===== config.mk =====
export PLATFORM = sky130hd
export DESIGN_NAME = adc_conversion_sequencer
export DESIGN_NICKNAME = d
export VERILOG_FILES = /design/src/hdl/adc_seq_pkg.sv /design/src/hdl/adc_conversion_sequencer.sv
export VERILOG_INCLUDE_DIRS = /design/src /design/src/hdl
export SDC_FILE = /design/constraint.sdc
export NUM_CORES = 1
export LEC_CHECK = 0
export ABC_AREA = 1
export BUFFER_PORTS_ARGS = -buffer_cell sky130_fd_sc_hd__buf_2
export CAP_MARGIN = 20
export CORE_UTILIZATION = 48
export DETAILED_ROUTE_END_ITERATION = 7
export PLACE_DENSITY_LB_ADDON = 0.25
export REMOVE_ABC_BUFFERS = 1
export SLEW_MARGIN = 30
export SYNTH_ARGS = -nofsm -noshare
export SYNTH_HDL_FRONTEND = slang
export SYNTH_SLANG_ARGS = --single-unit

===== constraint.sdc =====
create_clock -name sys_clk_i -period 5.4 [get_ports sys_clk_i]
set_input_delay 0.27 -clock sys_clk_i [delete_from_list [all_inputs] [get_ports sys_clk_i]]
set_output_delay 0.27 -clock sys_clk_i [all_outputs]
set_load 0.05 [all_outputs]

===== src/hdl/adc_seq_defs.svh =====
// Register indices, field positions, reset values and timing counts
`ifndef ADC_SEQ_DEFS_SVH
`define ADC_SEQ_DEFS_SVH

// ----------------------------------------------------------------
// Register indices (byte address is four times the index)
// ----------------------------------------------------------------
`define IDX_PORT_A_LATCH 8'h05
`define IDX_INTERRUPT_CONTROL 8'h0B
`define IDX_PERIPHERAL_FLAG 8'h0C
`define IDX_RESULT_HIGH 8'h1E
`define IDX_CONVERTER_CONTROL 8'h1F
`define IDX_PORT_A_DIRECTION 8'h85
`define IDX_PERIPHERAL_ENABLE 8'h8C
`define IDX_RESULT_LOW 8'h9E
`define IDX_CONVERTER_CONFIG 8'h9F

// ----------------------------------------------------------------
// Field positions
// ----------------------------------------------------------------
`define CTL_CLK_SEL_HI 7
`define CTL_CLK_SEL_LO 6
`define CTL_CHAN_HI 5
`define CTL_CHAN_LO 3
`define CTL_RUN_BIT 2
`define CTL_POWER_BIT 0
`define CFG_FORMAT_BIT 7
`define CFG_PCFG_HI 3
`define CFG_PCFG_LO 0
`define INT_GLOBAL_BIT 7
`define INT_PERIPH_BIT 6
`define CONV_FLAG_BIT 6

// ----------------------------------------------------------------
// Reset values and codes
// ----------------------------------------------------------------
`define RST_CONTROL 8'h00
`define RST_CONFIG 8'h00
`define RST_INTERRUPT_CONTROL 8'h00
`define RST_DIRECTION 6'h3F
`define RST_LATCH 6'h00
`define CLK_SEL_RC 2'h3
`define RESP_OKAY 2'h0
`define RESP_SLVERR 2'h2

// ----------------------------------------------------------------
// Timing: system clock 10 MHz
// ----------------------------------------------------------------
`define SYS_CLK_NS 100
`define TCY_NS 400
`define RC_TAD_NS 4000
`define TCY_CYC (`TCY_NS / `SYS_CLK_NS)
`define RC_TAD_CYC (`RC_TAD_NS / `SYS_CLK_NS)
`define TAD_OSC2_CYC 2
`define TAD_OSC8_CYC 8
`define TAD_OSC32_CYC 32
`define LAST_BIT 4'h9

`endif


===== src/hdl/adc_seq_pkg.sv =====
// Types shared by the converter sequencer and its bench
package adc_seq_pkg;

   typedef enum logic [2:0] {
      PH_IDLE = 3'b000,
      PH_FIRST = 3'b001,
      PH_SAMPLE = 3'b010,
      PH_BITS = 3'b011,
      PH_LAST = 3'b100
   } phase_t;

   typedef struct packed {
      logic awvalid;
      logic [11:0] awaddr;
      logic wvalid;
      logic [31:0] wdata;
      logic [3:0] wstrb;
      logic bready;
      logic arvalid;
      logic [11:0] araddr;
      logic rready;
   } axi_req_t;

   typedef struct packed {
      logic awready;
      logic wready;
      logic bvalid;
      logic [1:0] bresp;
      logic arready;
      logic rvalid;
      logic [31:0] rdata;
      logic [1:0] rresp;
   } axi_rsp_t;

   typedef struct packed {
      logic [1:0] clk_sel;
      logic [2:0] chan;
      logic busy;
      logic power;
      logic fmt;
      logic [3:0] pcfg;
      logic [5:0] latch;
      logic [5:0] dir;
      logic [7:0] interrupt_control;
      logic conv_flag;
      logic conv_en;
      logic core_off;
      phase_t phase;
      logic [5:0] cnt;
      logic [3:0] bitn;
      logic [9:0] sar;
      logic bvalid;
      logic [1:0] bresp;
      logic rvalid;
      logic [31:0] rdata;
      logic [1:0] rresp;
   } seq_state_t;

endpackage


===== src/hdl/adc_conversion_sequencer.sv =====
// Conversion sequencer, result register pair and port A glue of the converter
//
// The implementer's own choice: the AXI4-Lite interface to the registers.
`timescale 1ns/1ns
`include "adc_seq_defs.svh"

module adc_conversion_sequencer
   import adc_seq_pkg::*;
(
   input wire logic sys_clk_i,
   input wire logic rst_i,
   input wire axi_req_t axi_i,
   output axi_rsp_t axi_o,
   input wire logic [5:0] pin_i,
   output logic [5:0] pin_o,
   output logic [5:0] pin_oe_o,
   input wire logic sleep_i,
   input wire logic comparator_i,
   output logic [2:0] channel_o,
   output logic sample_hold_o,
   output logic [9:0] trial_code_o,
   output logic core_power_o,
   output logic irq_o,
   output logic wake_o
);

   // ----------------------------------------------------------------
   // State
   // ----------------------------------------------------------------
   seq_state_t st_r;
   seq_state_t st_nxt;
   logic [7:0] res_hi_r;
   logic [7:0] res_hi_nxt;
   logic [7:0] res_lo_r;
   logic [7:0] res_lo_nxt;

   logic wr_go;
   logic rd_go;
   logic [7:0] wr_idx;
   logic [7:0] rd_idx;
   logic wr_hit;
   logic rd_hit;
   logic [7:0] wbyte;
   logic [5:0] analog_mask;
   logic [5:0] tad_cyc;
   logic tad_end;
   logic sleep_stop;
   logic [7:0] rd_byte;

   // ----------------------------------------------------------------
   // Helpers
   // ----------------------------------------------------------------

   // Pins that are analog (or reference) for a port configuration code
   function automatic logic [5:0] analog_pins(input logic [3:0] code);
      logic [5:0] m;
      m = 6'h2F;
      case (code)
         4'h4, 4'h5: m = 6'h0B;
         4'h6, 4'h7: m = 6'h00;
         4'hD: m = 6'h0F;
         4'hE: m = 6'h01;
         4'hF: m = 6'h0D;
         default: m = 6'h2F;
      endcase
      return m;
   endfunction

   // Clock cycles per bit period for each clock select code
   function automatic logic [5:0] bit_period(input logic [1:0] sel);
      logic [5:0] c;
      c = 6'(`TAD_OSC2_CYC);
      case (sel)
         2'h0: c = 6'(`TAD_OSC2_CYC);
         2'h1: c = 6'(`TAD_OSC8_CYC);
         2'h2: c = 6'(`TAD_OSC32_CYC);
         default: c = 6'(`RC_TAD_CYC);
      endcase
      return c;
   endfunction

   // Register read multiplexer
   function automatic logic [7:0] read_reg(input seq_state_t s, input logic [7:0] idx,
                                           input logic [7:0] hi, input logic [7:0] lo,
                                           input logic [5:0] pins, input logic [5:0] am);
      logic [7:0] d;
      d = 8'h00;
      case (idx)
         `IDX_PORT_A_LATCH: d = {2'h0, pins & ~am};
         `IDX_INTERRUPT_CONTROL: d = s.interrupt_control;
         `IDX_PERIPHERAL_FLAG: d = {1'b0, s.conv_flag, 6'h00};
         `IDX_RESULT_HIGH: d = hi;
         `IDX_CONVERTER_CONTROL: d = {s.clk_sel, s.chan, s.busy, 1'b0, s.power};
         `IDX_PORT_A_DIRECTION: d = {2'h0, s.dir};
         `IDX_PERIPHERAL_ENABLE: d = {1'b0, s.conv_en, 6'h00};
         `IDX_RESULT_LOW: d = lo;
         `IDX_CONVERTER_CONFIG: d = {s.fmt, 3'h0, s.pcfg};
         default: d = 8'h00;
      endcase
      return d;
   endfunction

   // Index decode: word aligned, only the nine mapped indices hit; every other address is answered with SLVERR
   function automatic logic mapped(input logic [11:0] a);
      logic [7:0] i;
      logic hit;
      i = a[9:2];
      hit = 1'b0;
      case (i)
         `IDX_PORT_A_LATCH, `IDX_INTERRUPT_CONTROL, `IDX_PERIPHERAL_FLAG,
         `IDX_RESULT_HIGH, `IDX_CONVERTER_CONTROL, `IDX_PORT_A_DIRECTION,
         `IDX_PERIPHERAL_ENABLE, `IDX_RESULT_LOW, `IDX_CONVERTER_CONFIG: hit = 1'b1;
         default: hit = 1'b0;
      endcase
      return hit & (a[11:10] == 2'h0);
   endfunction

   // ----------------------------------------------------------------
   // Bus decode
   // ----------------------------------------------------------------

   // Write address and data are taken together once both are offered
   assign wr_go = axi_i.awvalid & axi_i.wvalid & ~st_r.bvalid;
   assign rd_go = axi_i.arvalid & ~st_r.rvalid;
   assign wr_idx = axi_i.awaddr[9:2];
   assign rd_idx = axi_i.araddr[9:2];
   assign wr_hit = mapped(axi_i.awaddr);
   assign rd_hit = mapped(axi_i.araddr);
   assign wbyte = axi_i.wdata[7:0];
   assign analog_mask = analog_pins(st_r.pcfg);
   assign rd_byte = read_reg(st_r, rd_idx, res_hi_r, res_lo_r, pin_i, analog_mask);

   // Bit period timing and sleep shutdown of oscillator-clocked conversions
   assign tad_cyc = bit_period(st_r.clk_sel);
   assign tad_end = (st_r.cnt == 6'h01);
   assign sleep_stop = sleep_i & (st_r.clk_sel != `CLK_SEL_RC);

   // ----------------------------------------------------------------
   // Next state
   // ----------------------------------------------------------------
   always_comb begin
      st_nxt = st_r;
      res_hi_nxt = res_hi_r;
      res_lo_nxt = res_lo_r;

      // Response channels drop once accepted
      if (st_r.bvalid & axi_i.bready) begin
         st_nxt.bvalid = 1'b0;
      end
      if (st_r.rvalid & axi_i.rready) begin
         st_nxt.rvalid = 1'b0;
      end

      // Bit period counter runs while a conversion is under way
      if (st_r.phase != PH_IDLE) begin
         st_nxt.cnt = tad_end ? tad_cyc : st_r.cnt - 6'h01;
      end

      // Conversion sequence; channel and direction never gate it
      case (st_r.phase)
         PH_IDLE: begin
            st_nxt.cnt = 6'h00;
         end
         PH_FIRST: begin
            if (tad_end) begin
               st_nxt.phase = PH_SAMPLE;
            end
         end
         PH_SAMPLE: begin
            if (tad_end) begin
               st_nxt.phase = PH_BITS;
               st_nxt.bitn = `LAST_BIT;
               st_nxt.sar = 10'h200;
            end
         end
         PH_BITS: begin
            if (tad_end) begin
               // Keep the trial bit when the input is at or above the trial code
               st_nxt.sar[st_r.bitn] = comparator_i;
               if (st_r.bitn == 4'h0) begin
                  st_nxt.phase = PH_LAST;
               end else begin
                  st_nxt.bitn = st_r.bitn - 4'h1;
                  st_nxt.sar[st_r.bitn - 4'h1] = 1'b1;
               end
            end
         end
         PH_LAST: begin
            if (tad_end) begin
               // Twelve bit periods after the first segment: completion
               st_nxt.phase = PH_IDLE;
               st_nxt.busy = 1'b0;
               st_nxt.conv_flag = 1'b1;
               if (sleep_i & ~st_r.conv_en) begin
                  st_nxt.core_off = 1'b1;
               end
            end
         end
         default: begin
            st_nxt.phase = PH_IDLE;
         end
      endcase

      // Sleep with an oscillator clock aborts and shuts the module down
      if (sleep_stop & (st_r.phase != PH_IDLE)) begin
         st_nxt.phase = PH_IDLE;
         st_nxt.busy = 1'b0;
         st_nxt.core_off = 1'b1;
      end

      // Register writes
      if (wr_go) begin
         st_nxt.bvalid = 1'b1;
         st_nxt.bresp = wr_hit ? `RESP_OKAY : `RESP_SLVERR;
         if (wr_hit & axi_i.wstrb[0]) begin
            case (wr_idx)
               `IDX_PORT_A_LATCH: st_nxt.latch = wbyte[5:0];
               `IDX_INTERRUPT_CONTROL: st_nxt.interrupt_control = wbyte;
               `IDX_PERIPHERAL_FLAG: st_nxt.conv_flag = wbyte[`CONV_FLAG_BIT];
               `IDX_RESULT_HIGH: res_hi_nxt = wbyte;
               `IDX_PORT_A_DIRECTION: st_nxt.dir = wbyte[5:0];
               `IDX_PERIPHERAL_ENABLE: st_nxt.conv_en = wbyte[`CONV_FLAG_BIT];
               `IDX_RESULT_LOW: res_lo_nxt = wbyte;
               `IDX_CONVERTER_CONFIG: begin
                  st_nxt.fmt = wbyte[`CFG_FORMAT_BIT];
                  st_nxt.pcfg = wbyte[`CFG_PCFG_HI:`CFG_PCFG_LO];
               end
               `IDX_CONVERTER_CONTROL: begin
                  st_nxt.clk_sel = wbyte[`CTL_CLK_SEL_HI:`CTL_CLK_SEL_LO];
                  st_nxt.chan = wbyte[`CTL_CHAN_HI:`CTL_CHAN_LO];
                  st_nxt.power = wbyte[`CTL_POWER_BIT];
                  st_nxt.core_off = 1'b0;
                  if (~wbyte[`CTL_RUN_BIT] | ~wbyte[`CTL_POWER_BIT]) begin
                     // Abort: back to acquisition, result pair untouched
                     st_nxt.busy = 1'b0;
                     st_nxt.phase = PH_IDLE;
                  end else if (~st_r.busy & st_r.power) begin
                     // Start only if powered before this write
                     st_nxt.busy = 1'b1;
                     st_nxt.phase = PH_FIRST;
                     // First segment: one instruction cycle for RC, else one bit period
                     st_nxt.cnt = (wbyte[`CTL_CLK_SEL_HI:`CTL_CLK_SEL_LO] == `CLK_SEL_RC) ?
                                  6'(`TCY_CYC) : bit_period(wbyte[`CTL_CLK_SEL_HI:`CTL_CLK_SEL_LO]);
                  end
               end
               default: begin
                  st_nxt.bresp = `RESP_SLVERR;
               end
            endcase
         end
      end

      // Completion loads the pair after any software write to it
      if ((st_r.phase == PH_LAST) & tad_end & ~(sleep_stop)) begin
         if (st_r.fmt) begin
            res_hi_nxt = {6'h00, st_nxt.sar[9:8]};
            res_lo_nxt = st_nxt.sar[7:0];
         end else begin
            res_hi_nxt = st_nxt.sar[9:2];
            res_lo_nxt = {st_nxt.sar[1:0], 6'h00};
         end
         // The hardware set wins over a same-cycle software clear
         st_nxt.conv_flag = 1'b1;
      end
      if (sleep_stop & (st_r.phase == PH_LAST)) begin
         st_nxt.conv_flag = st_r.conv_flag;
      end

      // Register reads
      if (rd_go) begin
         st_nxt.rvalid = 1'b1;
         st_nxt.rresp = rd_hit ? `RESP_OKAY : `RESP_SLVERR;
         st_nxt.rdata = rd_hit ? {24'h000000, rd_byte} : 32'h00000000;
      end
   end

   // ----------------------------------------------------------------
   // Registers
   // ----------------------------------------------------------------

   // Control state: reset forces registers, module off and any conversion aborted
   always_ff @(posedge sys_clk_i or posedge rst_i) begin
      if (rst_i) begin
         st_r <= '{clk_sel: 2'h0, chan: 3'h0, busy: 1'b0, power: 1'b0,
                   fmt: 1'b0, pcfg: 4'h0,
                   latch: `RST_LATCH, dir: `RST_DIRECTION, interrupt_control: `RST_INTERRUPT_CONTROL,
                   conv_flag: 1'b0, conv_en: 1'b0, core_off: 1'b0,
                   phase: PH_IDLE, cnt: 6'h00, bitn: 4'h0, sar: 10'h000,
                   bvalid: 1'b0, bresp: 2'h0, rvalid: 1'b0, rdata: 32'h00000000,
                   rresp: 2'h0};
      end else begin
         st_r <= st_nxt;
      end
   end

   // Result pair has no reset: its contents survive every reset
   always_ff @(posedge sys_clk_i) begin
      res_hi_r <= res_hi_nxt;
      res_lo_r <= res_lo_nxt;
   end

   // ----------------------------------------------------------------
   // Outputs
   // ----------------------------------------------------------------

   // Bus answers
   assign axi_o.awready = wr_go;
   assign axi_o.wready = wr_go;
   assign axi_o.bvalid = st_r.bvalid;
   assign axi_o.bresp = st_r.bresp;
   assign axi_o.arready = rd_go;
   assign axi_o.rvalid = st_r.rvalid;
   assign axi_o.rdata = st_r.rdata;
   assign axi_o.rresp = st_r.rresp;

   // Port A pins follow latch and direction regardless of analog use
   assign pin_o = st_r.latch;
   assign pin_oe_o = ~st_r.dir;

   // Analog core control: track except from the sample point to completion
   assign channel_o = st_r.chan;
   assign sample_hold_o = (st_r.phase == PH_IDLE) | (st_r.phase == PH_FIRST);
   assign trial_code_o = st_r.sar;
   assign core_power_o = st_r.power & ~st_r.core_off & ~sleep_stop;

   // Interrupt and wake-up
   assign irq_o = st_r.conv_flag & st_r.conv_en & st_r.interrupt_control[`INT_PERIPH_BIT]
                  & st_r.interrupt_control[`INT_GLOBAL_BIT];
   assign wake_o = st_r.conv_flag & st_r.conv_en;

endmodule // adc_conversion_sequencer


**Word level (Yosys, flattened, before mapping)**

Index checks and enable logic that the tools add are counted.

- Register bits: 112
- Output and inout port bits: 70

- Add/subtract/negate cells: 2
- $lt $le $gt $ge: 4
- Equal/unequal tests: 39
- Muxes and demuxes: 68
- Bitwise operators: 34
- Reductions and logical operators: 29

Operator list:

| cell | count |
|---|---|
| $mux 8 | 12 |
| $mux 39 | 2 |
| $pmux 8 s9 | 1 |
| $eq 8x8->1 const B | 8 |
| $mux 14 | 3 |
| $mux 6 | 7 |
| $pmux 6 s3 | 2 |
| $mux 35 | 1 |
| $eq 8x4->1 const B | 4 |
| $eq 8x5->1 const B | 4 |
| $pmux 6 s5 | 1 |
| $pmux 14 s2 | 1 |
| $reduce_and 3->1 | 8 |
| $and 1x1->1 | 20 |
| $mux 1 | 18 |
| $mux 3 | 6 |
| $reduce_or 9->1 | 2 |
| $eq 4x3->1 const B | 4 |
| $eq 8x3->1 const B | 2 |
| $pmux 3 s5 | 1 |
| $reduce_bool 2->1 | 7 |
| $eq 4x4->1 const B | 3 |
| $not 6->6 | 2 |
| $bwmux 10 | 1 |
| 28 further kinds | 56 |

**Longest topological paths before layout**

- Depth after elaboration: 12
- Gate-level depth with buffers: 13
- Depth with buffers taken out: 12

**Worst setup path after synthesis**

No wires, ideal clock.

- Path kind: register to register
- From: register st_r, in the netlist axi_o[38]
- To: register res_lo_r[0] (enable)
- Library setup time: 0.384 ns
- Arrival time: 1.930 ns
- Setup slack: 3.086 ns
- Stages on the path, launching flop included: 8
- Path buffers: 2
- Cells stage by stage: dfrtp_1 -> inv_1 -> nand3_1 -> nor3_1 -> nand3_2 -> buf_6 -> buf_2 -> o21ai_0

- Cells in the longest elaborated chain, start to end: 4

Ends and longest elaborated chain:

| element | line | RTL |
|---|---|---|
| start, declared | adc_conversion_sequencer.sv:30 | `seq_state_t st_r;` |
| start signal, assigned | adc_conversion_sequencer.sv:284 | `st_r <= '{clk_sel: 2'h0, chan: 3'h0, busy: 1'b0, power: 1'b0,` |
| start signal, assigned | adc_conversion_sequencer.sv:292 | `st_r <= st_nxt;` |
| $not 1->1 | adc_conversion_sequencer.sv:123 | `assign wr_go = axi_i.awvalid & axi_i.wvalid & ~st_r.bvalid;` |
| $and 1x1->1 | adc_conversion_sequencer.sv:123 |  |
| $reduce_bool 2->1 (no source line) | - |  |
| $reduce_and 3->1 (no source line) | - |  |
| end signal, assigned | adc_conversion_sequencer.sv:299 | `res_lo_r <= res_lo_nxt;` |
| end, declared | adc_conversion_sequencer.sv:34 | `logic [7:0] res_lo_r;` |

Every way passes these cells.
A chain may end at the register's enable or synchronous reset.

**Final worst setup path**

- From: register st_r, in the netlist axi_o[38]
- To: register res_hi_r[5] (enable)

- Cells in the longest elaborated chain, start to end: 4

Ends and longest elaborated chain:

| element | line | RTL |
|---|---|---|
| $not 1->1 | adc_conversion_sequencer.sv:123 |  |
| $and 1x1->1 | adc_conversion_sequencer.sv:123 |  |
| $reduce_bool 2->1 (no source line) | - |  |
| $reduce_and 3->1 (no source line) | - |  |
| end signal, assigned | adc_conversion_sequencer.sv:298 | `res_hi_r <= res_hi_nxt;` |
| end, declared | adc_conversion_sequencer.sv:32 | `logic [7:0] res_hi_r;` |

Every way passes these cells.

==> metrics.cfg <==
[run_status]
outcome=complete, no violations

[placement]
io_buffers=87
dp_hpwl_mm=9.75
place_inst=898
gp_congestion=0.923

[drt]
routedWlPerCell_um=14.0
drc=0
postRouteAntennaNets=0
first_pass_iters=5
num_vias=4680
routed_wl_mm=12.8
viasPerCell=5.12
drt_iter0_markers=281

[worst_setup_path]
cp-startpoint=axi_o[38]
timing.rr.start=axi_o[38]
cp_cell_sequence=inv_1 > nand3_1 > nor3_1 > nand3_2 > o21ai_1
critPathArrivalTime_ns=2.66
path_class=register to register
worstPathRequired_ns=5.40
reg2reg_depth=5
crit_cells=5
cp_slowest_cell=o21ai_1
ff2ff_setup_slack_ns=2.73
crit_buf_inv=1
critPathLaunchType=register
endpoint=res_hi_r[5]
critPathTopFamily=simple AND/OR/NAND/NOR gates
r2r-end=res_hi_r[5]
crit_path_max_fanout=20
end_kind=register
critical_path.max_stage_delay_ns=0.75

[global_routing]
grt_pass1_wl_mm=21.1
grt_max_degree=71
grt_pass1_vias=4411
antenna_found_initial=0
grt.total_usage=0.236
overflow=0

[power]
total_power_mw=1.70
seqPwrFrac=0.439
combPwrFrac=0.283
p_switching_mw=0.642
p_sw_frac=0.379
power_leakage_nw=3.07
p_int_mw=1.05
ir_worst_vdd_mv=0.231
clkPwrFrac=0.278
p_per_area_mw_per_mm2=298

[finish]
diodes=0
layout-drive-gt1-share=0.176
synthToLayoutAreaGrowth_pct=8.09
fin_nets=850
final_cell_count_no_fill=914

[cts]
cts_max_level=3
post_cts_resized=0
post_cts_buffers=0
clk_latency_ns=0.36
cts_buffers=9
root_buffer=clkbuf_8
cts_max_path_buffers=2
cts_tree=done
ctsHoldBuffers=0
path_clk_slew_ns=0.09
cts.sinks=86

[sta]
max_freq_mhz=375
hold_viol=0
finalCritPeriodShare=0.494
worstMarginPinSlew_ns=0.735
finalSetupViolations=0
min_period_ns=2.67
worst_clock_skew_ns=0.0104
fin_setup_tns_ns=0
rsz0062_at_grt=false
drv_slew=0
slew-limit-headroom=0.507

[worst_hold_path]
hold_path_class=primary input to asynchronous set/reset pin

[run]
maxCapViolCount=0

[yosys]
synth_ff_type=dfrtp_1
synthCells=717
synth_cell_types=41
synth_top_cell_area_share=0.305
synth_common_cells=203 x nand2_1, 87 x inv_1, 72 x nor2_1, 64 x dfrtp_1, 64 x o21ai_0
syn_area_mm2=0.00526
seq_area_frac_synth=0.426
yosys_warnings=0
synth_edf_count=16
synth_area_per_cell_um2=7.33
yosysTopAreaCell=dfrtp_1
ys_ff_latch=86
synthArstFlopShare=0.814
yosysMostFrequentCell=nand2_1
synth_area_leaders=dfrtp_1 30%, nand2_1 14%, edfxtp_1 9.1%

[floorplanning]
initial_core_util=0.502
dieWidth_um=107
die-area_mm2=0.0114
boundaryPins=145
core_mm2=0.0105
row_count=37
dieHeight_um=107

## cells in the final DEF, fill, tap and decap left out, drive strengths merged
master,count
nand2,208
inv,93
buf,88
nor2,80
o21ai,75
dfrtp,64
nand3,51
conb,26
edfxtp,16
nor3,14
a21oi,10
clkbuf,10
dfstp,6
o22ai,5
o211ai,4
nand4,4
nor4,4
clkinv,4
a22o,2
o21bai,2
ha,2
a21boi,1
a211oi,1
xor2,1
xnor2,1
a22oi,1
a2bb2oi,1
o2111ai,1
nor3b,1
clkinvlp,1
bufinv,1
## power by group through the flow
stage | Clock (mW) | Combinational [mW] | Sequential (mW)
final | 0.472 | 0.479 | 0.744
after global routing | 0.509 | 0.528 | 0.751
after CTS | 0.484 | 0.475 | 0.743
after detailed placement | 0 | 0.473 | 0.757
after global placement | 0 | 0.464 | 0.756
after floorplan | 0 | 0.267 | 0.836
## metal layers
metal  track usage  up-vias  wire, µm
met2         0.390      188      5990
met5             0        -         0
li1              -     2316         -
met1         0.307     2152      5710
met3        0.0432       24       765
met4        0.0890        0       289
## worst min path at each step
| stage | startpoint | to | cells past startpoint |
|---|---|---|---|
| final | rst_i | axi_o[38] | 3 |
| after global routing | axi_i[14] | axi_o[38] | 2 |
| after CTS | axi_i[14] | axi_o[38] | 2 |
| after detailed placement | st_r[52] | st_r[52] | 1 |
| after global placement | st_r[52] | st_r[52] | 1 |
| after floorplan | axi_i[14] | axi_o[38] | 1 |
## kinds of logic (layout without fill, tap and decap cells)
family                     after synthesis  after routing  synth area share
AOI/OAI and AO/OA                      103            103             0.106
and+or+nand+nor                        362            362             0.298
buffers and inverters                  161            197             0.161
adders and majority gates                2              2           0.00476
other                                    1             26          0.000713
xor gates and xnor gates                 2              2           0.00333
DFF                                     86             86             0.426
## metrics by stage
stage	hold WS (ns)	instance area [µm²]	utilization	worst slack, ns
2_1_floorplan	0.366	4850	-	2.80
3_3_place_gp	0.447	5470	0.522	2.56
3_5_place_dp	0.453	5470	0.522	2.74
4_1_cts	0.0641	5670	0.542	2.71
5_1_grt	0.0809	5680	0.543	2.49
6_report	0.0561	5680	0.543	2.73
## worst min-delay path: cells and delay by family
| family | cells | cell delay [ns] |
|---|---|---|
| buffers and inverters | 3 | 0.63 |
## layout make-up
cell class / count / area, µm²
inverters: 93 / 349
multi-input cells: 495 / 2270
clock buffers: 10 / 138
well taps: 136 / 170
flip-flops and latches: 86 / 2240
fillers: 1038 / 4780
repair buffers: 88 / 447
clock inverters: 6 / 68.8
## flip-flops by register name, indices dropped and copies added (netlist names)
signal,count
st_r,39
axi_o,12
trial_code_o,10
res_hi_r,8
res_lo_r,8
pin_o,6
channel_o,3
Power figures use the tool's default switching activity.
